$ cat src/design/saps_defines.vh
`ifndef SAPS_DEFINES_VH
`define SAPS_DEFINES_VH

// register byte offsets on the apb bus
`define SAPS_OFS_CTRL 8'h00
`define SAPS_OFS_STATUS 8'h04
`define SAPS_OFS_DATA 8'h08
`define SAPS_OFS_LAST 8'h0c

// control register fields and reset values
`define SAPS_CTRL_FIXED_BIT 0
`define SAPS_CTRL_CAPTURE_BIT 1
`define SAPS_CTRL_RESET 2'h2

// status register fields
`define SAPS_STAT_ACTIVE_BIT 0
`define SAPS_STAT_STATE_LSB 1
`define SAPS_STAT_COUNT_LSB 8
`define SAPS_STAT_FULL_BIT 13

// data register fields
`define SAPS_DATA_VALID_BIT 16

// last-result register fields
`define SAPS_LAST_CFG_LSB 8
`define SAPS_LAST_COUNT_LSB 16

// configuration word layout inside a captured entry
`define SAPS_CFG_SGL_BIT 2
`define SAPS_CFG_POL_BIT 1
`define SAPS_CFG_BIT_ORDER_FLAG_BIT 0
`define SAPS_CFG_RESET 3'h5

// conversion and buffer geometry
`define SAPS_RESULT_BITS 8
`define SAPS_CFG_BITS 3
`define SAPS_FIFO_DEPTH 16
`define SAPS_MSB_INDEX 3'h7
`define SAPS_LSB_REPLAY_FIRST 3'h1

`endif

$ cat src/design/saps_top.v
// Function
// [RULE1] device works only while select is low; high means idle and output released
// [RULE2] bits change on falling shift edges, sampled on rising shift edges
// [RULE3] multiplexed mode receives configuration first, then drives result on shared wire
// [RULE4] select falling starts a transfer; multiplexed mode then hunts for start bit
// [RULE5] after start, shift in three configuration bits, apply them, begin conversion
// [RULE6] after configuration, send one null bit, then the conversion result
// [RULE7] host raises select after each exchange; device returns to initial state
// [RULE8] fixed mode takes no configuration; first clock pulse enables output, null bit first
// [RULE9] host allows ten microseconds wake-up before the critical falling clock
// [RULE10] at shift clock of 100kHz or less wake-up needs no extra delay
// [RULE11] multiplexed mode meets wake-up with about one microsecond setup time
// [RULE12] after the full result, zeros go out while select stays low
// [RULE13] result is an eight-bit unsigned successive approximation code
// [RULE14] multiplexed mode converts either input to ground or their difference
// [RULE15] first one sampled is the start; leading zeros and later input ignored
// [RULE16] single-ended picks input by polarity flag; differential picks subtraction direction
// [RULE17] msb first then zeros, or msb first then lsb first then zeros
// [RULE18] device drives shared wire low on fourth falling edge after start bit
// [RULE19] word order is start, single-ended, polarity, bit order on rising edges
`include "saps_defines.vh"
`default_nettype none

module saps_fifo #(
   parameter WIDTH = 11,
   parameter DEPTH = 16,
   parameter AW = 4
) (
   input wire clk_sys, // system clock
   input wire reset, // async reset, active high
   input wire [WIDTH-1:0] in_data, // word to store
   input wire in_valid, // store request
   output wire in_ready, // room for a word
   output wire [WIDTH-1:0] out_data, // oldest word
   output wire out_valid, // a word is waiting
   input wire out_ready, // drain request
   output wire [AW:0] count // words held
);
   reg [WIDTH-1:0] mem [0:DEPTH-1];
   reg [AW-1:0] wr_ptr;
   reg [AW-1:0] rd_ptr;
   reg [AW:0] fill;
   wire do_push;
   wire do_pop;
   // full and empty come from the fill count, so depth need not be a power of two
   assign in_ready = (fill != DEPTH[AW:0]);
   assign out_valid = (fill != {(AW+1){1'b0}});
   assign out_data = mem[rd_ptr];
   assign count = fill;
   assign do_push = in_valid & in_ready;
   assign do_pop = out_valid & out_ready;
   // pointer and fill bookkeeping
   always @(posedge clk_sys or posedge reset) begin
      if (reset) begin
         wr_ptr <= {AW{1'b0}};
         rd_ptr <= {AW{1'b0}};
         fill <= {(AW+1){1'b0}};
      end else begin
         if (do_push)
            wr_ptr <= (wr_ptr == DEPTH[AW-1:0] - 1'b1) ? {AW{1'b0}} : wr_ptr + 1'b1;
         if (do_pop)
            rd_ptr <= (rd_ptr == DEPTH[AW-1:0] - 1'b1) ? {AW{1'b0}} : rd_ptr + 1'b1;
         if (do_push & ~do_pop)
            fill <= fill + 1'b1;
         else if (do_pop & ~do_push)
            fill <= fill - 1'b1;
      end
   end
   // storage needs no reset; out_valid guards stale words
   always @(posedge clk_sys) begin
      if (do_push)
         mem[wr_ptr] <= in_data;
   end
endmodule

module saps_top #(
   parameter ADDR_W = 8,
   parameter FIFO_DEPTH = `SAPS_FIFO_DEPTH,
   parameter FIFO_AW = 4
) (
   input wire clk_sys, // 40 MHz system clock
   input wire reset, // async reset, active high
   input wire psel, // apb select
   input wire penable, // apb access phase
   input wire pwrite, // apb direction, high for write
   input wire [ADDR_W-1:0] paddr, // apb byte address
   input wire [31:0] pwdata, // apb write data
   output reg [31:0] prdata, // apb read data
   output reg pready, // apb transfer done
   output reg pslverr, // apb error for unmapped address
   input wire select_powerdown_n, // select pin, low while active
   input wire shift_clk, // shift clock pin from host
   input wire serial_in_line, // serial data in pin
   input wire [7:0] input_zero, // sampled level of first input
   input wire [7:0] input_one, // sampled level of second input
   output reg serial_out_line, // serial data out level
   output reg serial_out_oe // serial data out drive enable
);
   localparam RW = `SAPS_RESULT_BITS;
   localparam CW = `SAPS_CFG_BITS;
   localparam EW = RW + CW;
   // one-hot link states
   localparam ST_IDLE = 7'h01;
   localparam ST_HUNT = 7'h02;
   localparam ST_CONFIG = 7'h04;
   localparam ST_NULL = 7'h08;
   localparam ST_CONVERT = 7'h10;
   localparam ST_TAIL = 7'h20;
   localparam ST_ZEROS = 7'h40;
   // pin synchronisers: stage 1 feeds stage 2 only, stage 3 is for edges
   reg [2:0] sel_sync;
   reg [2:0] clk_sync;
   reg [1:0] din_sync;
   reg [6:0] state;
   reg [2:0] bit_cnt;
   reg [CW-1:0] cfg;
   reg [RW-1:0] sample;
   reg [RW-1:0] code;
   reg [1:0] ctrl;
   reg [EW-1:0] last_entry;
   reg [15:0] xfer_count;
   reg push_req;
   wire sel_low;
   wire sel_fall;
   wire sclk_rise;
   wire sclk_fall;
   wire din_bit;
   wire fifo_in_ready;
   wire fifo_out_valid;
   wire [EW-1:0] fifo_out_data;
   wire [FIFO_AW:0] fifo_count;
   wire capture_on;
   wire may_start;
   wire apb_setup;
   wire apb_done;
   wire [RW-1:0] trial;
   wire trial_bit;
   reg [31:0] next_prdata;
   reg next_err;
   reg pop_now;
   // selected analog value, unsigned; a negative difference reads as zero
   function [7:0] pick_input;
      input [2:0] c;
      input [7:0] a;
      input [7:0] b;
      begin
         if (c[`SAPS_CFG_SGL_BIT])
            pick_input = c[`SAPS_CFG_POL_BIT] ? b : a; // [RULE14] [RULE16]
         else if (c[`SAPS_CFG_POL_BIT])
            pick_input = (b > a) ? b - a : 8'h00; // [RULE16]
         else
            pick_input = (a > b) ? a - b : 8'h00; // [RULE16]
      end
   endfunction
   assign sel_low = ~sel_sync[1];
   assign sel_fall = sel_sync[2] & ~sel_sync[1];
   assign sclk_rise = clk_sync[1] & ~clk_sync[2]; // [RULE2]
   assign sclk_fall = clk_sync[2] & ~clk_sync[1]; // [RULE2]
   assign din_bit = din_sync[1];
   assign capture_on = ctrl[`SAPS_CTRL_CAPTURE_BIT];
   // a full buffer holds off new transfers instead of losing results
   assign may_start = fifo_in_ready | ~capture_on;
   assign trial = code | (8'h01 << bit_cnt);
   assign trial_bit = (sample >= trial); // [RULE13]
   // two-flop synchronisers for every pin
   always @(posedge clk_sys or posedge reset) begin
      if (reset) begin
         sel_sync <= 3'h7;
         clk_sync <= 3'h0;
         din_sync <= 2'h0;
      end else begin
         sel_sync <= {sel_sync[1:0], select_powerdown_n};
         clk_sync <= {clk_sync[1:0], shift_clk};
         din_sync <= {din_sync[0], serial_in_line};
      end
   end
   // link sequencer, stepped by synchronised shift clock edges
   always @(posedge clk_sys or posedge reset) begin
      if (reset) begin
         state <= ST_IDLE;
         bit_cnt <= 3'h0;
         cfg <= `SAPS_CFG_RESET;
         sample <= 8'h00;
         code <= 8'h00;
         serial_out_line <= 1'b0;
         serial_out_oe <= 1'b0;
         push_req <= 1'b0;
         last_entry <= {EW{1'b0}};
         xfer_count <= 16'h0000;
      end else begin
         push_req <= 1'b0;
         if (!sel_low) begin
            state <= ST_IDLE; // [RULE1] [RULE7]
            serial_out_oe <= 1'b0; // [RULE1]
            serial_out_line <= 1'b0;
         end else if (sel_fall) begin
            state <= ST_HUNT; // [RULE4]
            bit_cnt <= 3'h0;
         end else begin
            case (state)
               ST_HUNT: begin
                  // multiplexed mode skips leading zeros and takes the first one as the start; fixed mode starts on the first rise
                  if (sclk_rise && may_start) begin
                     if (ctrl[`SAPS_CTRL_FIXED_BIT]) begin
                        cfg <= `SAPS_CFG_RESET; // [RULE8]
                        state <= ST_NULL; // [RULE8]
                     end else if (din_bit) begin
                        state <= ST_CONFIG; // [RULE15]
                        bit_cnt <= 3'h0;
                     end
                  end
               end
               ST_CONFIG: begin
                  if (sclk_rise) begin
                     cfg <= {cfg[CW-2:0], din_bit}; // [RULE5] [RULE19]
                     bit_cnt <= bit_cnt + 3'h1;
                     if (bit_cnt == 3'h2)
                        state <= ST_NULL; // [RULE5]
                  end
               end
               ST_NULL: begin
                  // fourth falling edge after the start, or the first falling edge in fixed mode: take the wire, drive low
                  if (sclk_fall) begin
                     serial_out_oe <= 1'b1; // [RULE3] [RULE8] [RULE18]
                     serial_out_line <= 1'b0; // [RULE6]
                     sample <= pick_input(cfg, input_zero, input_one); // [RULE14]
                     code <= 8'h00;
                     bit_cnt <= `SAPS_MSB_INDEX;
                     state <= ST_CONVERT;
                  end
               end
               ST_CONVERT: begin
                  // one approximation step per bit, each decision sent at once
                  if (sclk_fall) begin
                     serial_out_line <= trial_bit; // [RULE6] [RULE13]
                     if (trial_bit)
                        code <= trial;
                     if (bit_cnt == 3'h0) begin
                        push_req <= capture_on;
                        last_entry <= {cfg, (trial_bit ? trial : code)};
                        xfer_count <= xfer_count + 16'h0001;
                        bit_cnt <= `SAPS_LSB_REPLAY_FIRST;
                        state <= cfg[`SAPS_CFG_BIT_ORDER_FLAG_BIT] ? ST_ZEROS : ST_TAIL; // [RULE17]
                     end else begin
                        bit_cnt <= bit_cnt - 3'h1;
                     end
                  end
               end
               ST_TAIL: begin
                  // lsb-first replay; bit 0 was the last msb-first bit
                  if (sclk_fall) begin
                     serial_out_line <= code[bit_cnt]; // [RULE17]
                     bit_cnt <= bit_cnt + 3'h1;
                     if (bit_cnt == `SAPS_MSB_INDEX)
                        state <= ST_ZEROS;
                  end
               end
               ST_ZEROS: begin
                  // input is ignored here until the next select fall
                  if (sclk_fall)
                     serial_out_line <= 1'b0; // [RULE12] [RULE15]
               end
               default: begin
                  if (sclk_fall)
                     serial_out_line <= 1'b0;
               end
            endcase
         end
      end
   end
   saps_fifo #(
      .WIDTH(EW),
      .DEPTH(FIFO_DEPTH),
      .AW(FIFO_AW)
   ) u_fifo (
      .clk_sys(clk_sys),
      .reset(reset),
      .in_data(last_entry),
      .in_valid(push_req),
      .in_ready(fifo_in_ready),
      .out_data(fifo_out_data),
      .out_valid(fifo_out_valid),
      .out_ready(pop_now),
      .count(fifo_count)
   );
   assign apb_setup = psel & penable & ~pready;
   assign apb_done = psel & penable & pready;
   // read mux and decode, evaluated in the wait cycle of the access phase
   always @* begin
      next_prdata = 32'h00000000;
      next_err = 1'b0;
      pop_now = 1'b0;
      case (paddr)
         `SAPS_OFS_CTRL: begin
            next_prdata[1:0] = ctrl;
         end
         `SAPS_OFS_STATUS: begin
            next_prdata[`SAPS_STAT_ACTIVE_BIT] = sel_low;
            next_prdata[`SAPS_STAT_STATE_LSB +: 7] = state;
            next_prdata[`SAPS_STAT_COUNT_LSB +: 5] = fifo_count[4:0];
            next_prdata[`SAPS_STAT_FULL_BIT] = ~fifo_in_ready;
         end
         `SAPS_OFS_DATA: begin
            next_prdata[EW-1:0] = fifo_out_valid ? fifo_out_data : {EW{1'b0}};
            next_prdata[`SAPS_DATA_VALID_BIT] = fifo_out_valid;
            pop_now = apb_setup & ~pwrite; // read of data pops one entry
         end
         `SAPS_OFS_LAST: begin
            next_prdata[EW-1:0] = last_entry;
            next_prdata[`SAPS_LAST_COUNT_LSB +: 16] = xfer_count;
         end
         default: begin
            next_err = 1'b1;
         end
      endcase
   end
   // apb slave: one wait state, so every answer comes from a flip-flop
   always @(posedge clk_sys or posedge reset) begin
      if (reset) begin
         pready <= 1'b0;
         pslverr <= 1'b0;
         prdata <= 32'h00000000;
         ctrl <= `SAPS_CTRL_RESET;
      end else begin
         pready <= apb_setup;
         pslverr <= apb_setup & next_err;
         if (apb_setup && !pwrite)
            prdata <= next_prdata;
         if (apb_done && pwrite && paddr == `SAPS_OFS_CTRL)
            ctrl <= pwdata[1:0];
      end
   end
endmodule

`default_nettype wire

$ cat config.mk
export PLATFORM = sky130hd
export DESIGN_NAME = saps_top
export DESIGN_NICKNAME = d
export VERILOG_FILES = /design/src/design/saps_top.v
export VERILOG_INCLUDE_DIRS = /design/src /design/src/design
export SDC_FILE = /design/constraint.sdc
export NUM_CORES = 1
export LEC_CHECK = 0
export BUFFER_PORTS_ARGS = -buffer_cell sky130_fd_sc_hd__buf_2
export CORE_MARGIN = 2
export CORE_UTILIZATION = 50
export DETAILED_ROUTE_END_ITERATION = 16
export PLACE_DENSITY = 0.68
export SLEW_MARGIN = 20
export SYNTH_ARGS = -nofsm -noshare
export SYNTH_HDL_FRONTEND = slang
export SYNTH_SLANG_ARGS = --single-unit
$ cat constraint.sdc
create_clock -name clk_sys -period 3.9 [get_ports clk_sys]
set_input_delay 0.195 -clock clk_sys [delete_from_list [all_inputs] [get_ports clk_sys]]
set_output_delay 0.195 -clock clk_sys [all_outputs]
set_load 0.02 [all_outputs]
==> metrics.md, run 1 <==
| Metric | Value |
|---|---|
| CP Max Fanout | `15` |
| Worst Setup Start Kind | `flop` |
| Max-Cap Viols | `0` |
| Placed cell area | `14,100 sq um` |
| Initial antenna violation count | `0` |
| Worst Path Arrival | `3.61 ns` |
| Starting Density | `between 50% and 60%` |
| Crit-path max cell delay | `~0.45 ns` |
| Largest delay share family, worst path | `simple AND/OR/NAND/NOR gates` |
| Warnings from Yosys | `0` |
| First-pass GRT wire length | `roughly 45,000 um` |
| Pwr Density | `430 nW/um^2` |
| Setup TNS | `0 ns` |
| Worst path cell trace | `nor4_1 > buf_4 > a21oi_1 > and3_1 > nand2_1 > ha_1 > inv_1 > fa_1 > a21o_1 > a21oi_1 > xnor2_1 > nor2_1 > xnor2_1` |
| Ports | `100` |
| Site Rows | `59` |
| Top_reg_cell synth | `edfxtp_1` |
| Slew Limit Headroom | `46.6%` |
| P&R area growth vs syn | `14.2%` |
| Final wirelength | `~28,000 um` |
| Fin worst setup slack | `about 0.73 ns` |
| Clock slew at reported path FFs | `0.06 ns` |
| Hold EP | `sample[5]` |
| Total CTS buffers | `30` |
| Hold WC Path Type | `input pin to flop` |
| CORE AREA | `around 26,000 sq um` |
| # setup viols final | `0` |
| Run status | `complete, no violations` |
| Final hold vios | `0` |
| DRC Markers | `0` |
| Die X | `167 um` |
| Mapped Avg Cell Area | `roughly 13 sq um` |
| Multi-input logic area | `4770 sq um` |
| Critical Path Source | `u_fifo.count[0]` |
| Final instance area | `approximately 15,000 sq um` |
| WP buf/inv | `2` |
| Synth cell types | `68` |
| Critical path type | `flop to flop` |
| Vias per cell | `5.83` |
| Hold depth | `4` |
| Router iterations before antenna repair | `5` |
| WL/cell | `a little under 20 um` |
| Final Net Count | `1,193` |
| Port Buffers | `67` |
| DR iter-0 viols | `717` |
| Top cell type's share of synthesized area | `39.7%` |
| Vias | `8,409` |
| RD Place Congestion | `about 0.88` |
| Setup crit end kind | `flop` |
| GRT Overall Usage | `20.4%` |
| RSZ-0062 raised after global routing | `no` |
| Largest net degree at the start of global routing | `65` |
| Area leader, netlist | `edfxtp_1` |
| Bufs on Longest Clock Path | `3` |
| RR Startpoint | `u_fifo.count[0]` |
| Vias in the first global route | `~8,400` |
| Top post-synthesis cells by area | `edfxtp_1 40%, dfrtp_1 20%, mux4_2 9.3%` |
| R2R Path End | `u_fifo.count[4]` |
| Setup bufs post-CTS | `0` |
| Die area | `approximately 28,000 sq um` |
| Pre-CTS WS | `around 0.77 ns` |
| Leak | `between 6 and 7 nW` |
| Register-to-register setup slack | `between 0.7 and 0.8 ns` |
| Achievable frequency | `315 MHz` |
| Fin crit share | `81.4%` |
| Clk sinks | `290` |
| Post-CTS sizing | `0` |
| Worst vdd ir | `0.302 mV` |
| Hold_buf cts | `9` |
| Critical-path top delay cell | `dfrtp_1` |
| Syn Inst Count | `1,002` |
| R2R depth | `13` |
| Register area | `between 8000 and 9000 sq um` |
| EDFF count, synth | `176` |
| Sequential area share after synthesis | `61.3%` |
| H-tree levels | `1` |
| FILL cells | `2,052` |
| DPL Wire Length | `18,600 um` |
| Setup Skew | `0.0108 ns` |
| Mapped Area | `approximately 13,000 sq um` |
| Worst-Margin Slew | `0.800 ns` |
| Post-layout min period | `3.17 ns` |
| Worst EP required | `4.34 ns` |
| Worst-Skew Late Latency | `about 0.56 ns` |
| Overflow after GRT | `0` |
| Async SR Flop Fraction | `39.3%` |
| CTS tree | `done` |
| Clk root buf | `clkbuf_16` |
| Max Transition Viols Final | `0` |
| #FFs+latches synth | `290` |
| HP Start | `input_zero[5]` |
| Final antenna-violating net count | `0` |
| Diodes inserted | `0` |
| Layout cell share with drive strength beyond 1 | `21.7%` |
| Die Ht | `167 um` |
[cells by family (layout without fill, tap and decap cells)]
kind of cell | Yosys count | after routing | synth area share, %
flip-flops | 290 | 290 | 61.3
buffers and inverters | 98 | 203 | 2.94
adder cells (fa/ha/maj) | 44 | 44 | 4.31
XOR/XNOR | 23 | 23 | 1.51
AND/OR/NAND/NOR | 268 | 268 | 9.53
other | 1 | 2 | 0.0282
multiplexers | 71 | 71 | 10.6
AO/OA/AOI/OAI | 207 | 207 | 9.80
[synthesized netlist by cell type, types with 7 or more instances]
library cell	instances
nor2b_1	7
mux2_2	11
dfrtp_1	107
nor2_1	70
inv_1	40
a21o_1	11
a221oi_1	10
xnor2_1	14
nand2_1	97
mux4_2	55
o21ai_1	7
nor3_1	11
dfstp_2	7
xor2_1	9
clkbuf_1	43
o22ai_1	10
nand3_1	25
o21ai_0	49
nand2b_1	11
edfxtp_1	176
a21oi_1	65
nand4_1	9
and3_1	7
ha_1	41
[metal layers]
layer  track usage [%]  wire length [um]
met1              29.7             12600
met2              32.9             13400
met3              2.81              1480
met4              5.06               521
met5                 0                 0
[worst max-delay path by stage]
stage,to,cells after the start
floorplan,bit_cnt[0],1
global placement,u_fifo.count[4],13
detailed placement,u_fifo.count[4],13
CTS,u_fifo.count[4],13
global route,u_fifo.count[4],13
finish,u_fifo.count[4],13
[power by group]
| part | switching (mW) | total (mW) | internal (mW) |
|---|---|---|---|
| clock | 1.20 | 2.91 | 1.71 |
| combinational | 0.200 | 0.326 | 0.126 |
| sequential | 0.0346 | 3.30 | 3.26 |
[layout by cell type (no fill, tap or decap), types with 7 or more instances in the layout]
cell	Yosys	layout
a21o_1	11	11
a21oi_1	65	65
a221oi_1	10	10
and3_1	7	7
buf_2	6	67
buf_4	2	31
clkbuf_16	0	31
clkinv_2	0	7
dfrtp_1	107	105
dfstp_2	7	7
dlygate4sd3_1	0	9
edfxtp_1	176	176
ha_1	41	41
inv_1	40	39
mux2_2	11	11
mux4_2	55	55
nand2_1	97	97
nand2b_1	11	11
nand3_1	25	25
nand4_1	9	9
nor2_1	70	70
nor2b_1	7	7
nor3_1	11	10
o21ai_0	49	49
o21ai_1	7	7
o22ai_1	10	10
xnor2_1	14	14
xor2_1	9	9
[layout make-up]
cell class	count	area share, %
Sequential cell	290	53.6
Timing Repair Buffer	108	4.46
Tap cell	335	2.76
Inverter	40	1.00
Multi-Input combinational cell	615	31.4
Clock buffer	31	5.11
Clock inverter	24	1.61
[flip-flops by register name, indices dropped and copies added (netlist names), 2 cells and up]
name,count
u_fifo.count,5
u_fifo.wr_ptr,4
u_fifo.rd_ptr,4
xfer_count,16
u_fifo.mem,176
sel_sync,3
ctrl,2
bit_cnt,3
last_entry,11
prdata,30
code,8
din_sync,2
clk_sync,3
state,7
sample,8
cfg,3
[tightest hold or removal path: stages]
cell      delay (ns)
buf_2           0.12
nor2_1          0.08
a2111o_1        0.10
o211ai_1        0.08
[through the flow]
step	hold slack [ns]	power, mW	instances	utilization, %
global route	0.0987	6.76	1443	58.3
CTS	0.0674	6.59	1443	58.3
global placement	0.301	3.67	1379	54.0
floorplan	0.199	3.57	1003	-
finish	0.0787	6.53	1443	58.3
detailed placement	0.301	3.68	1379	54.0
No activity file was read; power rests on OpenSTA's default activity.
==> run 2, diff against run 1 <==
clock period = 3 ns   (was 3.9 ns; I/O delays follow)
==> run 2 against run 1 <==
Net effect: clock skew is 0.0014 ns higher; cell area rose by 0.21%; fmax increased by 11%; register-to-register slack got worse by 0.58 ns; combinational power is 32% higher.
==> metrics.md, run 2 (synthesis gave the netlist of run 1 again) <==
| Metric | Value |
|---|---|
| Run status | `complete, no violations` |
| Worst-Margin Slew | `0.822 ns` |
| Setup TNS | `0 ns` |
| Top Registers | `u_fifo.mem x176, prdata x30, xfer_count x16` |
| Placed Instances | `1,388` |
| P&R area growth vs syn | `14.5%` |
| Final Net Count | `between 1,000 and 1,500` |
| First-pass GRT wire length | `45,700 um` |
| Critical path type | `flop to flop` |
| RD Place Congestion | `0.889` |
| Leak | `6.28 nW` |
| Setup bufs post-CTS | `0` |
| # setup viols final | `0` |
| Final wirelength | `28,500 um` |
| Starting Density | `51.0%` |
| Final hold vios | `0` |
| Achievable frequency | `350 MHz` |
| Clock slew at reported path FFs | `0.06 ns` |
| CTS tree | `done` |
| Setup crit end kind | `flop` |
| Ports | `100` |
| Layout cell share with drive strength beyond 1 | `about 22%` |
| Worst path cell trace | `nor4_1 > a21oi_1 > and3_1 > nand2_1 > ha_1 > inv_1 > fa_1 > a21o_1 > a21oi_1 > xnor2_1 > nor2_1 > xnor2_1` |
| WP buf/inv | `1` |
| Worst-Skew Late Latency | `0.56 ns` |
| DRC Markers | `0` |
| Total CTS buffers | `30` |
| Largest net degree at the start of global routing | `48` |
| Initial antenna violation count | `0` |
| Crit-path max cell delay | `roughly 0.44 ns` |
| Overflow after GRT | `0` |
| Max FFs per register | `176` |
| Critical Path Source | `u_fifo.count[1]` |
| Top reg by flops | `u_fifo.mem` |
| Clk sinks | `290` |
| Max-Cap Viols | `0` |
| Worst EP required | `3.44 ns` |
| WL/cell | `around 20 um` |
| HP Start | `input_zero[5]` |
| RR Startpoint | `u_fifo.count[1]` |
| Most frequent cells in the layout | `176 x edfxtp_1, 105 x dfrtp_1, 97 x nand2_1` |
| Pwr Density | `548 nW/um^2` |
| RSZ-0062 raised after global routing | `no` |
| Clk root buf | `clkbuf_16` |
| Die area | `between 20,000 and 30,000 sq um` |
| CP Max Fanout | `5` |
| Worst Setup Start Kind | `flop` |
| Router iterations before antenna repair | `5` |
| GRT Overall Usage | `20.6%` |
| Register-to-register setup slack | `0.14 ns` |
| Critical-path top delay cell | `dfrtp_1` |
| Diodes inserted | `0` |
| Vias in the first global route | `8,454` |
| Largest delay share family, worst path | `simple AND/OR/NAND/NOR gates` |
| Die X | `167 um` |
| Worst vdd ir | `0.418 mV` |
| Setup Skew | `0.0122 ns` |
| CORE AREA | `about 26,000 sq um` |
| Slew Limit Headroom | `a little under half` |
| Vias per cell | `5.86` |
| H-tree levels | `1` |
| Site Rows | `59` |
| Commonest non-fill, non-tap cell in the layout | `edfxtp_1` |
| Bufs on Longest Clock Path | `3` |
| Worst Path Arrival | `3.30 ns` |
| Port Buffers | `67` |
| Hold WC Path Type | `input pin to flop` |
| DPL Wire Length | `between 15,000 and 20,000 um` |
| Die Ht | `around 170 um` |
| Max Transition Viols Final | `0` |
| DR iter-0 viols | `791` |
| Post-layout min period | `about 2.9 ns` |
| Fin cells | `1,452` |
| Final antenna-violating net count | `0` |
| Post-CTS sizing | `0` |
| Fin crit share | `a little over nine tenths` |
| Vias | `~8,500` |
run 2: stage by stage:
stage	utilization (%)	hold WS (ns)	total power, mW	setup WS (ns)	instance area [sq um]
6_report	58.4	0.0267	8.34	0.143	15200
3_3_place_gp	54.3	0.255	4.78	0.193	14200
2_1_floorplan	-	0.154	4.64	0.155	13300
5_1_grt	58.4	0.0530	8.63	0.0102	15200
4_1_cts	58.4	0.0211	8.39	0.159	15200
3_5_place_dp	54.4	0.257	4.79	0.181	14200
run 2: area by class of cell:
type	count	area, sq um
multi-input cells	615	4780
repair buffers	117	758
well taps	335	419
clock buffers	36	773
inverters	40	154
flip-flops and latches	290	8150
fillers	2035	10800
clock inverters	19	193
run 2: metal layers:
layer  part of all wire, %  global-route usage [%]  wire [um]
met5                     0                       0          0
met4                   1.7                    4.61        483
met3                   6.0                    3.07       1720
met2                    47                    33.0      13500
met1                    45                    30.2      12900
run 2: final timing paths:
check                                  end  cells after the start
setup / recovery           u_fifo.count[4]                     12
hold / removal                   sample[5]                      4
setup reg to reg           u_fifo.count[4]                     12
hold reg to reg                din_sync[1]                      0
max in group asynchronous       prdata[10]                      4
min in group asynchronous         state[1]                      3
run 2: timing repair:
action	in CTS	in global routing
endpoints found under the setup margin	0	0
hold endpoints to repair	33	0
hold buffers	9	0
run 2: report_power, final:
part	total (mW)	switching (mW)	internal [mW]	leakage (nW)
Combinational	0.431	0.264	0.167	2.35
Sequential	4.29	0.0434	4.24	3.47
Clock	3.62	1.52	2.10	0.469
Total	8.34	1.83	6.51	6.28
run 2: tightest hold or removal path, cell delays in order:
cell	delay (ns)
buf_2	0.11
nor2_1	0.08
a2111o_1	0.10
o211ai_1	0.08
==> run 3, diff against run 2 <==
PLACE_DENSITY = 0.64   (was 0.68)
==> run 3 against run 2 <==
Net effect: critical endpoint is now u_fifo.mem[11][4]; via count down 0.78%; die area stayed put; clock power increased by 8.6%; largest cell class unchanged; combinational power hardly changed.
==> metrics.md, run 3 (synthesis gave the netlist of run 1 again) <==
| Metric | Value |
|---|---|
| First-pass GRT wire length | `roughly 46,000 um` |
| CP Max Fanout | `11` |
| Final wirelength | `28,600 um` |
| Final hold vios | `0` |
| Layout cell share with drive strength beyond 1 | `22.7%` |
| Fin cells | `1,448` |
| Setup Skew | `around 0.016 ns` |
| Worst EP required | `3.17 ns` |
| Bufs on Longest Clock Path | `3` |
| Largest net degree at the start of global routing | `70` |
| P&R area growth vs syn | `15.3%` |
| Final Net Count | `1,197` |
| Initial antenna violation count | `0` |
| Post-layout min period | `2.84 ns` |
| Max-Cap Viols | `0` |
| Top Registers | `u_fifo.mem x176, prdata x30, xfer_count x16` |
| Hold EP | `sample[5]` |
| Fin worst setup slack | `0.163 ns` |
| Pwr Density | `564 nW/um^2` |
| CP most frequent cell | `buf_4` |
| CORE AREA | `between 20,000 and 30,000 sq um` |
| Clk sinks | `290` |
| Vias | `around 8,400` |
| Die X | `167 um` |
| Achievable frequency | `353 MHz` |
| Placed Instances | `1,381` |
| # setup viols final | `0` |
| Hold depth | `4` |
| Total CTS buffers | `30` |
| Router iterations before antenna repair | `5` |
| H-tree levels | `1` |
| WP buf/inv | `2` |
| Starting Density | `51.0%` |
| Max Transition Viols Final | `0` |
| Pre-CTS WS | `0.153 ns` |
| RR Startpoint | `u_fifo.count[1]` |
| RSZ-0062 raised after global routing | `no` |
| Slew Limit Headroom | `29.4%` |
| Setup TNS | `0 ns` |
| Leak | `6.29 nW` |
| Worst Path Arrival | `between 3 and 4 ns` |
| Worst-Skew Late Latency | `0.56 ns` |
| DRC Markers | `0` |
| R2R Path End | `u_fifo.mem[11][4]` |
| Setup crit end kind | `flop` |
| Diodes inserted | `0` |
| Clock slew at reported path FFs | `0.06 ns` |
| Clk root buf | `clkbuf_16` |
| Critical-path top delay cell | `nor2_1` |
| WL/cell | `about 20 um` |
| Hold WC Path Type | `input pin to flop` |
| Worst Setup Start Kind | `flop` |
| CTS tree | `done` |
| Port Buffers | `67` |
| R2R depth | `6` |
| DR iter-0 viols | `648` |
| Die area | `27,900 sq um` |
| Critical path type | `flop to flop` |
| Run status | `complete, no violations` |
| Most frequent cells in the layout | `176 x edfxtp_1, 105 x dfrtp_1, 97 x nand2_1` |
| Largest delay share family, worst path | `simple AND/OR/NAND/NOR gates` |
| Worst-Margin Slew | `1.06 ns` |
| Worst vdd ir | `0.435 mV` |
| HP Start | `input_zero[5]` |
| Overflow after GRT | `0` |
| Die Ht | `167 um` |
| Ports | `100` |
| Vias in the first global route | `8,325` |
| DPL Wire Length | `~20,000 um` |
| Top reg by flops | `u_fifo.mem` |
| Site Rows | `59` |
| Final antenna-violating net count | `0` |
| Max FFs per register | `176` |
| Worst path cell trace | `nor4_2 > buf_4 > a21boi_0 > buf_4 > nand2_1 > nor2_1` |
| Register-to-register setup slack | `between 0.15 and 0.2 ns` |
| Commonest non-fill, non-tap cell in the layout | `edfxtp_1` |
| Crit-path max cell delay | `0.85 ns` |
| Fin crit share | `a little over nine tenths` |
| GRT Overall Usage | `~21%` |
| RD Place Congestion | `0.880` |
| Vias per cell | `~5.8` |
run 3: through the flow:
step	total power, mW	util (%)	hold WS, ns	cell area (sq um)
after global placement	4.78	54.2	0.205	14100
final	8.64	58.9	0.0289	15300
after CTS	8.72	58.7	0.00947	15300
after global routing	8.94	58.9	0.0557	15300
after detailed placement	4.79	54.2	0.207	14100
after floorplan	4.64	-	0.154	13300
run 3: layer usage:
| metal | vias to the layer above | part of all wire, % | track usage (%) |
|---|---|---|---|
| li1 | 3947 | - | - |
| met1 | 4213 | 46 | 30.4 |
| met2 | 243 | 47 | 33.4 |
| met3 | 44 | 5.2 | 2.55 |
| met4 | 0 | 2.0 | 4.84 |
| met5 | - | 0 | 0 |
run 3: layout make-up:
class	count	area, sq um
clock buffers	36	823
fillers	2097	10700
repair buffers	112	721
well taps	335	419
clock inverters	20	238
inverters	40	154
multi-input cells	615	4830
flip-flops and latches	290	8150
run 3: power by group:
group / total (mW) / switching (mW) / internal, mW
sequential: 4.29 / 0.0437 / 4.24
combinational: 0.429 / 0.262 / 0.167
clock: 3.93 / 1.55 / 2.38
total: 8.64 / 1.85 / 6.79
run 3: worst register-to-register path: stages, from the launching register on:
cell,delay (ns)
dfrtp_1,0.45
nor4_2,0.09
buf_4,0.15
a21boi_0,0.43
buf_4,0.27
nand2_1,0.21
nor2_1,0.85
run 3: what timing repair did:
item / CTS / global route
setup endpoints to repair: 0 / 8
hold endpoints to repair: 28 / 0
gates resized for setup: 0 / 1
hold buffers: 9 / 0
buffers inserted: 0 / 2
run 3: worst max-delay path by stage:
stage,start,to,slack (ns),cells after the start
floorplan,u_fifo.count[0],u_fifo.count[4],0.15,13
global placement,u_fifo.count[1],u_fifo.mem[7][6],0.16,6
detailed placement,u_fifo.count[1],u_fifo.count[4],0.15,12
CTS,u_fifo.count[1],u_fifo.count[4],0.14,12
global route,u_fifo.count[1],u_fifo.count[4],0.01,12
finish,u_fifo.count[1],u_fifo.mem[11][4],0.16,6
